<file path="config.mk">
export PLATFORM = sky130hd
export DESIGN_NAME = sbr_exec
export DESIGN_NICKNAME = d
export VERILOG_FILES = /design/src/common/sbr_pkg.sv /design/src/sbr_stack_mem.sv /design/src/sbr_exec.sv
export SDC_FILE = /design/constraint.sdc
export NUM_CORES = 2
export LEC_CHECK = 0
export BUFFER_PORTS_ARGS = -buffer_cell sky130_fd_sc_hd__clkbuf_2
export CAP_MARGIN = 20
export CELL_PAD_IN_SITES_DETAIL_PLACEMENT = 1
export CELL_PAD_IN_SITES_GLOBAL_PLACEMENT = 2
export CORE_MARGIN = 2
export CORE_UTILIZATION = 45
export CTS_CLUSTER_SIZE = 12
export DETAILED_ROUTE_END_ITERATION = 8
export MAX_ROUTING_LAYER = met4
export PLACE_DENSITY = 0.82
export SYNTH_ARGS = -nofsm -noshare
export SYNTH_HDL_FRONTEND = slang
export SYNTH_SLANG_ARGS = --single-unit
</file>
<file path="constraint.sdc">
create_clock -name sys_clk_i -period 2.1 [get_ports sys_clk_i]
set_clock_uncertainty 0.05 [all_clocks]
set_input_delay 0.105 -clock sys_clk_i [delete_from_list [all_inputs] [get_ports sys_clk_i]]
set_output_delay 0.105 -clock sys_clk_i [all_outputs]
set_load 0.02 [all_outputs]
</file>
<file path="src/common/sbr_pkg.sv">
// shared constants for the stack, i/o bit and rotate execution unit
// assumes one core clock; every width and code lives here
package sbr_pkg;

  // operand widths
  localparam int DATA_W = 8;
  localparam int REG_AW = 5;
  localparam int IO_AW = 6;
  localparam int BIT_AW = 3;
  localparam int SP_W = 8;
  localparam int FLAG_W = 4;

  // stack pointer reset value and step per byte
  localparam logic [SP_W-1:0] SP_RESET = 8'hFF;
  localparam logic [SP_W-1:0] SP_STEP = 8'h01;

  // status flag positions inside the flag vector
  localparam int FLAG_C = 0;
  localparam int FLAG_Z = 1;
  localparam int FLAG_N = 2;
  localparam int FLAG_V = 3;

  // operations this unit executes
  typedef enum logic [2:0] {
    OP_STACK_STORE = 3'h0,
    OP_STACK_LOAD = 3'h1,
    OP_IO_BIT_SET = 3'h2,
    OP_IO_BIT_CLEAR = 3'h3,
    OP_ROTATE_LEFT_CARRY = 3'h4,
    OP_ROTATE_RIGHT_CARRY = 3'h5,
    OP_LOGICAL_RIGHT_SHIFT = 3'h6,
    OP_NONE = 3'h7
  } sbr_op_e;

  // execution phases: two-cycle operations pass through the second one
  typedef enum logic [0:0] {
    ST_IDLE = 1'h0,
    ST_SECOND = 1'h1
  } sbr_state_e;

  // zero and single-bit constants sized for the operand paths
  localparam logic [DATA_W-1:0] DATA_ZERO = 8'h00;
  localparam logic [DATA_W-1:0] BIT_ONE = 8'h01;

endpackage

</file>
<file path="src/sbr_stack_mem.sv">
// byte-wide stack storage with one write port and a registered read port
// assumes write and read addresses come from the same clock domain
`timescale 1ns/100ps
`default_nettype none

module sbr_stack_mem (
  // clock
  input wire logic clk_i,
  // write port
  input wire logic wr_en_i,
  input wire logic [sbr_pkg::SP_W-1:0] wr_addr_i,
  input wire logic [sbr_pkg::DATA_W-1:0] wr_data_i,
  // read port
  input wire logic rd_en_i,
  input wire logic [sbr_pkg::SP_W-1:0] rd_addr_i,
  output logic [sbr_pkg::DATA_W-1:0] rd_data_o
);

  logic [sbr_pkg::DATA_W-1:0] mem [0:(1 << sbr_pkg::SP_W)-1];

  // write store
  always_ff @(posedge clk_i) begin
    if (wr_en_i) begin
      mem[wr_addr_i] <= wr_data_i;
    end
  end

  // registered read data
  always_ff @(posedge clk_i) begin
    if (rd_en_i) begin
      rd_data_o <= mem[rd_addr_i];
    end
  end

endmodule

`default_nettype wire

</file>
<file path="src/sbr_exec.sv">
// execution unit for stack store/load, i/o bit set/clear and carry rotates
// assumes register file and i/o read data arrive combinationally on the start cycle
// How it works
// - store writes register to stack, two cycles
// - load takes stack top into register, two
// - bit set forces one i/o bit high
// - bit clear forces one i/o bit low
// - left rotate through carry, flags, one cycle
// - right rotate through carry, flags, one cycle
`timescale 1ns/100ps
`default_nettype none

module sbr_exec (
  // clock and reset
  input wire logic sys_clk_i,
  input wire logic rstn_i,
  // operation request
  input wire logic start_i,
  input wire logic [2:0] op_i,
  input wire logic [sbr_pkg::REG_AW-1:0] reg_sel_i,
  input wire logic [sbr_pkg::IO_AW-1:0] io_addr_i,
  input wire logic [sbr_pkg::BIT_AW-1:0] bit_sel_i,
  // operand sources
  input wire logic [sbr_pkg::DATA_W-1:0] rf_rdata_i,
  input wire logic [sbr_pkg::DATA_W-1:0] io_rdata_i,
  input wire logic [sbr_pkg::FLAG_W-1:0] flags_i,
  // progress
  output logic busy_o,
  output logic done_o,
  // register file write
  output logic rf_we_o,
  output logic [sbr_pkg::REG_AW-1:0] rf_waddr_o,
  output logic [sbr_pkg::DATA_W-1:0] rf_wdata_o,
  // status flag write
  output logic flag_we_o,
  output logic [sbr_pkg::FLAG_W-1:0] flags_o,
  // i/o register write
  output logic io_we_o,
  output logic [sbr_pkg::IO_AW-1:0] io_addr_o,
  output logic [sbr_pkg::DATA_W-1:0] io_wdata_o,
  // stack pointer view
  output logic [sbr_pkg::SP_W-1:0] sp_o
);

  // reset release synchroniser
  logic rst_meta_n;
  logic rst_n;
  always_ff @(posedge sys_clk_i or negedge rstn_i) begin
    if (!rstn_i) begin
      rst_meta_n <= 1'b0;
      rst_n <= 1'b0;
    end else begin
      rst_meta_n <= 1'b1;
      rst_n <= rst_meta_n;
    end
  end

  sbr_pkg::sbr_state_e state;
  sbr_pkg::sbr_state_e next_state;
  sbr_pkg::sbr_op_e op_q;
  logic [sbr_pkg::REG_AW-1:0] reg_q;
  logic [sbr_pkg::IO_AW-1:0] io_addr_q;
  logic [sbr_pkg::DATA_W-1:0] io_val_q;
  logic [sbr_pkg::DATA_W-1:0] stack_rdata;

  // request decode
  wire take = start_i && (state == sbr_pkg::ST_IDLE);
  wire is_store = take && (op_i == 3'(sbr_pkg::OP_STACK_STORE));
  wire is_load = take && (op_i == 3'(sbr_pkg::OP_STACK_LOAD));
  wire is_set = take && (op_i == 3'(sbr_pkg::OP_IO_BIT_SET));
  wire is_clr = take && (op_i == 3'(sbr_pkg::OP_IO_BIT_CLEAR));
  wire is_rol = take && (op_i == 3'(sbr_pkg::OP_ROTATE_LEFT_CARRY));
  wire is_ror = take && (op_i == 3'(sbr_pkg::OP_ROTATE_RIGHT_CARRY));
  wire is_lsr = take && (op_i == 3'(sbr_pkg::OP_LOGICAL_RIGHT_SHIFT));
  wire is_two = is_store || is_load || is_set || is_clr;
  wire is_one = is_rol || is_ror || is_lsr;
  wire carry_in = flags_i[sbr_pkg::FLAG_C];

  // i/o read-modify-write values
  wire [sbr_pkg::DATA_W-1:0] bit_mask = sbr_pkg::BIT_ONE << bit_sel_i;
  wire [sbr_pkg::DATA_W-1:0] set_val = io_rdata_i | bit_mask;
  wire [sbr_pkg::DATA_W-1:0] clr_val = io_rdata_i & ~bit_mask;

  // shift and rotate results
  wire [sbr_pkg::DATA_W-1:0] rol_val = {rf_rdata_i[sbr_pkg::DATA_W-2:0], carry_in};
  wire [sbr_pkg::DATA_W-1:0] ror_val = {carry_in, rf_rdata_i[sbr_pkg::DATA_W-1:1]};
  wire [sbr_pkg::DATA_W-1:0] lsr_val = {1'b0, rf_rdata_i[sbr_pkg::DATA_W-1:1]};
  wire [sbr_pkg::DATA_W-1:0] sh_val = is_rol ? rol_val : (is_ror ? ror_val : lsr_val);
  wire sh_c = is_rol ? rf_rdata_i[sbr_pkg::DATA_W-1] : rf_rdata_i[0];
  wire sh_n = sh_val[sbr_pkg::DATA_W-1];
  wire sh_z = (sh_val == sbr_pkg::DATA_ZERO);
  wire [sbr_pkg::FLAG_W-1:0] sh_flags = {sh_n ^ sh_c, sh_n, sh_z, sh_c};

  // stack addressing: store writes at sp, load reads at sp plus one
  wire [sbr_pkg::SP_W-1:0] sp_up = sp_o + sbr_pkg::SP_STEP;
  wire [sbr_pkg::SP_W-1:0] sp_down = sp_o - sbr_pkg::SP_STEP;
  wire [sbr_pkg::SP_W-1:0] next_sp = is_store ? sp_down : (is_load ? sp_up : sp_o);

  // finishing decode of the second cycle
  wire fin = (state == sbr_pkg::ST_SECOND);
  wire fin_load = fin && (op_q == sbr_pkg::OP_STACK_LOAD);
  wire fin_io = fin && ((op_q == sbr_pkg::OP_IO_BIT_SET) || (op_q == sbr_pkg::OP_IO_BIT_CLEAR));

  // phase selection
  always_comb begin
    case (state)
      sbr_pkg::ST_IDLE: begin
        next_state = is_two ? sbr_pkg::ST_SECOND : sbr_pkg::ST_IDLE;
      end
      sbr_pkg::ST_SECOND: begin
        next_state = sbr_pkg::ST_IDLE;
      end
      default: begin
        next_state = sbr_pkg::ST_IDLE;
      end
    endcase
  end

  sbr_stack_mem u_stack (
    .clk_i(sys_clk_i),
    .wr_en_i(is_store),
    .wr_addr_i(sp_o),
    .wr_data_i(rf_rdata_i),
    .rd_en_i(is_load),
    .rd_addr_i(sp_up),
    .rd_data_o(stack_rdata)
  );

  // phase, latched operands and stack pointer
  always_ff @(posedge sys_clk_i or negedge rst_n) begin
    if (!rst_n) begin
      state <= sbr_pkg::ST_IDLE;
      op_q <= sbr_pkg::OP_NONE;
      reg_q <= '0;
      io_addr_q <= '0;
      io_val_q <= sbr_pkg::DATA_ZERO;
      sp_o <= sbr_pkg::SP_RESET;
    end else begin
      state <= next_state;
      sp_o <= next_sp;
      if (take) begin
        op_q <= sbr_pkg::sbr_op_e'(op_i);
        reg_q <= reg_sel_i;
        io_addr_q <= io_addr_i;
        io_val_q <= is_set ? set_val : clr_val;
      end
    end
  end

  // registered outputs
  always_ff @(posedge sys_clk_i or negedge rst_n) begin
    if (!rst_n) begin
      busy_o <= 1'b0;
      done_o <= 1'b0;
      rf_we_o <= 1'b0;
      rf_waddr_o <= '0;
      rf_wdata_o <= sbr_pkg::DATA_ZERO;
      flag_we_o <= 1'b0;
      flags_o <= '0;
      io_we_o <= 1'b0;
      io_addr_o <= '0;
      io_wdata_o <= sbr_pkg::DATA_ZERO;
    end else begin
      busy_o <= is_two;
      done_o <= is_one || fin;
      rf_we_o <= is_one || fin_load;
      rf_waddr_o <= fin ? reg_q : reg_sel_i;
      rf_wdata_o <= fin_load ? stack_rdata : sh_val;
      flag_we_o <= is_one;
      flags_o <= sh_flags;
      io_we_o <= fin_io;
      io_addr_o <= io_addr_q;
      io_wdata_o <= io_val_q;
    end
  end

  // checks
  property p_store;
    @(posedge sys_clk_i) disable iff (!rst_n)
    is_store |=> busy_o && !done_o ##1 done_o && !flag_we_o && !rf_we_o &&
      sp_o == $past(sp_o, 2) - sbr_pkg::SP_STEP;
  endproperty
  a_store: assert property (p_store) else $error("stack store timing or pointer wrong");

  property p_load;
    @(posedge sys_clk_i) disable iff (!rst_n)
    is_load |=> !done_o ##1 done_o && rf_we_o && !flag_we_o && rf_waddr_o == $past(reg_sel_i, 2);
  endproperty
  a_load: assert property (p_load) else $error("stack load did not write register in two cycles");

  property p_set;
    @(posedge sys_clk_i) disable iff (!rst_n)
    is_set |-> ##2 io_we_o && done_o && !flag_we_o &&
      io_wdata_o == ($past(io_rdata_i, 2) | (sbr_pkg::BIT_ONE << $past(bit_sel_i, 2)));
  endproperty
  a_set: assert property (p_set) else $error("bit set wrote wrong value or time");

  property p_clr;
    @(posedge sys_clk_i) disable iff (!rst_n)
    is_clr |-> ##2 io_we_o && io_addr_o == $past(io_addr_i, 2) &&
      io_wdata_o == ($past(io_rdata_i, 2) & ~(sbr_pkg::BIT_ONE << $past(bit_sel_i, 2)));
  endproperty
  a_clr: assert property (p_clr) else $error("bit clear wrote wrong value or address");

  property p_rol;
    @(posedge sys_clk_i) disable iff (!rst_n)
    is_rol |=> done_o && flag_we_o && rf_wdata_o[0] == $past(carry_in) &&
      flags_o[sbr_pkg::FLAG_C] == $past(rf_rdata_i[sbr_pkg::DATA_W-1]);
  endproperty
  a_rol: assert property (p_rol) else $error("left rotate result or carry wrong");

  property p_ror;
    @(posedge sys_clk_i) disable iff (!rst_n)
    is_ror |=> rf_we_o && rf_wdata_o[sbr_pkg::DATA_W-1] == $past(carry_in) &&
      flags_o[sbr_pkg::FLAG_C] == $past(rf_rdata_i[0]);
  endproperty
  a_ror: assert property (p_ror) else $error("right rotate result or carry wrong");

  property p_lsr;
    @(posedge sys_clk_i) disable iff (!rst_n)
    is_lsr |=> rf_we_o && !rf_wdata_o[sbr_pkg::DATA_W-1] && !flags_o[sbr_pkg::FLAG_N] &&
      flags_o[sbr_pkg::FLAG_V] == flags_o[sbr_pkg::FLAG_C];
  endproperty
  a_lsr: assert property (p_lsr) else $error("logical shift did not zero fill");

  property p_sp;
    @(posedge sys_clk_i) disable iff (!rst_n)
    $changed(sp_o) |-> ($past(is_store) && sp_o == $past(sp_o) - sbr_pkg::SP_STEP) ||
      ($past(is_load) && sp_o == $past(sp_o) + sbr_pkg::SP_STEP);
  endproperty
  a_sp: assert property (p_sp) else $error("stack pointer moved without a stack operation");

endmodule

`default_nettype wire

</file>
==> summary.txt <==
Setup path
  • Most used cell, CP: buf_4
  • Crit path buf inv count: 4
  • CP delay by family, top: buffers and inverters
  • Crit. End Element: register
  • Worst-path fanout max: 14
  • R2R cell count: 12
  • Worst path cell trace: buf_4 > ha_4 > xor2_4 > buf_12 > mux4_2 > mux2_4 > a222oi_1 > buf_4 > nand4_1 > o31ai_2 > buf_4 > a311oi_2
  • Reg2Reg Setup Slack: -1.54 ns
  • R2r endpoint: u_stack.rd_data_o[6]$_DFFE_PP_
  • Reg-to-Reg Start: sp_o[0]$_DFFE_PN1P_
  • Crit start category: register
  • Slowest-stage cell, CP: dfstp_4
  • CP Data Arrival Time: 4.18 ns
  • WP data required: 2.63 ns
  • Critical path class: reg -> reg
  • CP max stage delay: 0.67 ns

Clock network
  • Clk Latency, worst-skew pair: 0.87 ns
  • Clk slew on worst S/H paths: 0.07 ns
  • H-tree depth: 4
  • Inserted Clock Buffers: 213
  • CTS tree: done
  • Clock root buffer: clkbuf_16
  • Sink Count: 2,125
  • Maximum root-to-sink buffer count: 3

Finish
  • Commonest non-fill, non-tap cell in the layout: edfxtp_1
  • Share of layout cells above drive strength 1: 0.337
  • Non-Filler Instances: 7,673
  • Fin nets: 5,101
  • Area of the multi-input gates: 20,100 um2
  • Fillers: 16,071
  • Reg area: 63,500 um2
  • P&R area growth vs syn: 23.2%
  • Most frequent cells in the layout: 2,056 x edfxtp_1, 426 x nand2_1, 410 x buf_4

Logic synthesis
  • Syn Inst Count: 4,291
  • Post-synthesis cell type count: 67
  • Main synth FF type: edfxtp_1
  • Largest family of logic cells by synthesized area: multiplexers
  • Post-synthesis mux area share: 0.141
  • Post-Syn Area: 82,800 um2
  • Synth Area in Simple Gates: 0.0485
  • Post-Synth XOR/XNOR Area: 0.00169
  • EDFF count, synth: 2,056
  • Syn nets: 4,336
  • Ys Warns: 0
  • Avg Cell Area, Syn: 19.3 um2
  • Adder-Cell Fraction of Synth Area: 0.000755
  • Post-synth ARST share: 0.0325
  • Post-synthesis register bit count: 2,125
  • Synth Area in Compound Gates: 0.0252
  • Sequential area share after synthesis: 0.766

Timing
  • Worst-Margin Slew: 0.801 ns
  • Pins Over Slew Limit: 0
  • FMAX: 274 MHz
  • Relative slew slack: 0.466
  • Final setup vio count: 2,068
  • Fin. Hold Viols: 0
  • Unrepaired setup endpoints after global routing: true
  • Tmin final: 3.64 ns
  • Worst setup margin: -1.54 ns
  • Hold Slack: 0.0835 ns
  • Fin crit share: 1.74

Routing
  • Number of routed nets with antenna violations: 0
  • DR WL/cell: 31.4 um
  • Drt drc: 0
  • DR vias/cell: 6.01
  • Iteration-0 DRC Markers: 5,408
  • TritonRoute pass-1 iters: 5
  • Vias post-DR: 46,117
  • DRT Wirelength: 241 mm

Min path
  • Hold wc startpoint: io_rdata_i[6]
  • WHS Endpoint: io_val_q[6]$_DFFE_PN0P_
  • Worst Hold Class: in -> reg
  • Cells on Worst Hold Path: 4

Die
  • Die height: 433 um
  • Die width: 433 um
  • Site Rows: 157
  • Die area: 188,000 um2
  • CORE AREA: 183,000 um2
  • Starting density of the core: 0.452
  • Ports: 84

Global routing
  • First-pass GRT wire length: 346 mm
  • Initial antenna violation count: 5
  • Overall Global Routing Usage: 0.263
  • Largest net degree at the start of global routing: 149
  • Total gr overflow: 0
  • Vias in the first global route: 48,088

Placed design
  • Gpl congestion: 0.864
  • Port bufs: 80
  • Dpl cells: 7,170
  • Place WS: -1.54 ns
  • Post-DP HPWL: 151 mm

Flow run
  • Number of max-cap violations: 0

Power and ir drop
  • Pwr/cell area: 1400 nW/um2
  • Lkg Pwr: 33.5 nW
  • Maximum VDD drop: 0.950 mV
  • Tot Pwr: 0.143 W

Outcome
  • Status: finished, violations left
  • Failing checks: negative setup slack
-- final cells by class --
class | instances | share of cell area
antenna | 2 | 0.0000490
timing repair buffer | 810 | 0.0888
clock buffer | 299 | 0.0571
tap | 2464 | 0.0302
sequential | 2125 | 0.622
clock inverter | 67 | 0.00457
multi-input combinational | 1902 | 0.197
inverter | 4 | 0.000270
-- routing by layer --
| layer | vias to the layer above | GRT usage | routed length (um) |
|---|---|---|---|
| met5 | - | - | 0 |
| met3 | 426 | 0.0384 | 18200 |
| met2 | 2203 | 0.419 | 119000 |
| li1 | 18870 | - | - |
| met4 | 0 | 0.0910 | 8940 |
| met1 | 24618 | 0.351 | 95300 |
-- worst reg2reg max path: stages (launching register included) --
cell      delay [ns]
dfstp_4         0.67
buf_4           0.14
ha_4            0.17
xor2_4          0.20
buf_12          0.21
mux4_2          0.34
mux2_4          0.31
a222oi_1        0.49
buf_4           0.21
nand4_1         0.20
o31ai_2         0.12
buf_4           0.19
a311oi_2        0.05
-- flip-flops by register name (all words and copies together), names as in the netlist, 6 cells and up --
signal and flops:
rf_wdata_o 8, sp_o 8, io_addr_q 6, u_stack.rd_data_o 8
io_addr_o 6, u_stack.mem 2048, io_wdata_o 8, io_val_q 8
-- repair_timing --
item / 4_1_cts / 5_1_grt
hold buffers: 58 / 0
buffers inserted: 27 / 38
setup endpoints to repair: 2065 / 2065
gates resized for setup: 129 / 81
gates cloned: 4 / 9
pin swaps: 23 / 33
hold endpoints to repair: 1861 / 0
-- synthesized netlist by cell type, drive strengths merged (17+ instances only) --
library cell | number | area [um2]
o221ai | 17 | 149
o22ai | 24 | 150
nand3 | 81 | 405
mux2i | 224 | 2240
nand2 | 446 | 1670
nor3 | 20 | 100
nor4 | 26 | 213
nand4 | 34 | 213
clkbuf | 89 | 334
buf | 171 | 1010
a32oi | 34 | 298
a221oi | 25 | 219
edfxtp | 2056 | 61700
o211ai | 47 | 353
a22oi | 24 | 180
mux4 | 409 | 9220
o21ai | 27 | 135
mux2 | 20 | 225
a21oi | 39 | 195
dfrtp | 58 | 1450
nor2 | 298 | 1120
-- worst max-delay path by stage --
stage	start	to	slack, ns	depth (start not counted)
5_1_grt	sp_o[0]$_DFFE_PN1P_	u_stack.rd_data_o[6]$_DFFE_PP_	-1.55	12
6_report	sp_o[0]$_DFFE_PN1P_	u_stack.rd_data_o[6]$_DFFE_PP_	-1.54	12
3_3_place_gp	sp_o[0]$_DFFE_PN1P_	u_stack.rd_data_o[3]$_DFFE_PP_	-1.55	11
4_1_cts	sp_o[0]$_DFFE_PN1P_	u_stack.rd_data_o[5]$_DFFE_PP_	-1.42	13
3_5_place_dp	sp_o[0]$_DFFE_PN1P_	u_stack.rd_data_o[3]$_DFFE_PP_	-1.54	11
2_1_floorplan	sp_o[0]$_DFFE_PN1P_	u_stack.rd_data_o[6]$_DFFE_PP_	-1.21	13
-- power breakdown --
| part | internal (W) | leakage (nW) | switching (W) |
|---|---|---|---|
| Clock | 0.0193 | 3.05 | 0.0159 |
| Sequential | 0.0469 | 19.3 | 0.000263 |
| Combinational | 0.0276 | 11.2 | 0.0329 |
-- logic make-up after synthesis --
family,count (synthesis)
fa+ha+maj,5
xor+xnor,13
mux,653
buf+inv,264
other cells,1
simple gates,945
flops,2125
compound gates,285
-- through the flow --
stage / setup TNS [ns] / util / instance area, um2
after global placement: -722.23 / 0.510 / 93300
after detailed placement: -798.77 / 0.510 / 93300
after CTS: -675.55 / 0.553 / 101000
final: -840.39 / 0.558 / 102000
after global routing: -952.78 / 0.557 / 102000
after floorplan: -708.66 / - / 84800
(Power assumes the default switching activity.)
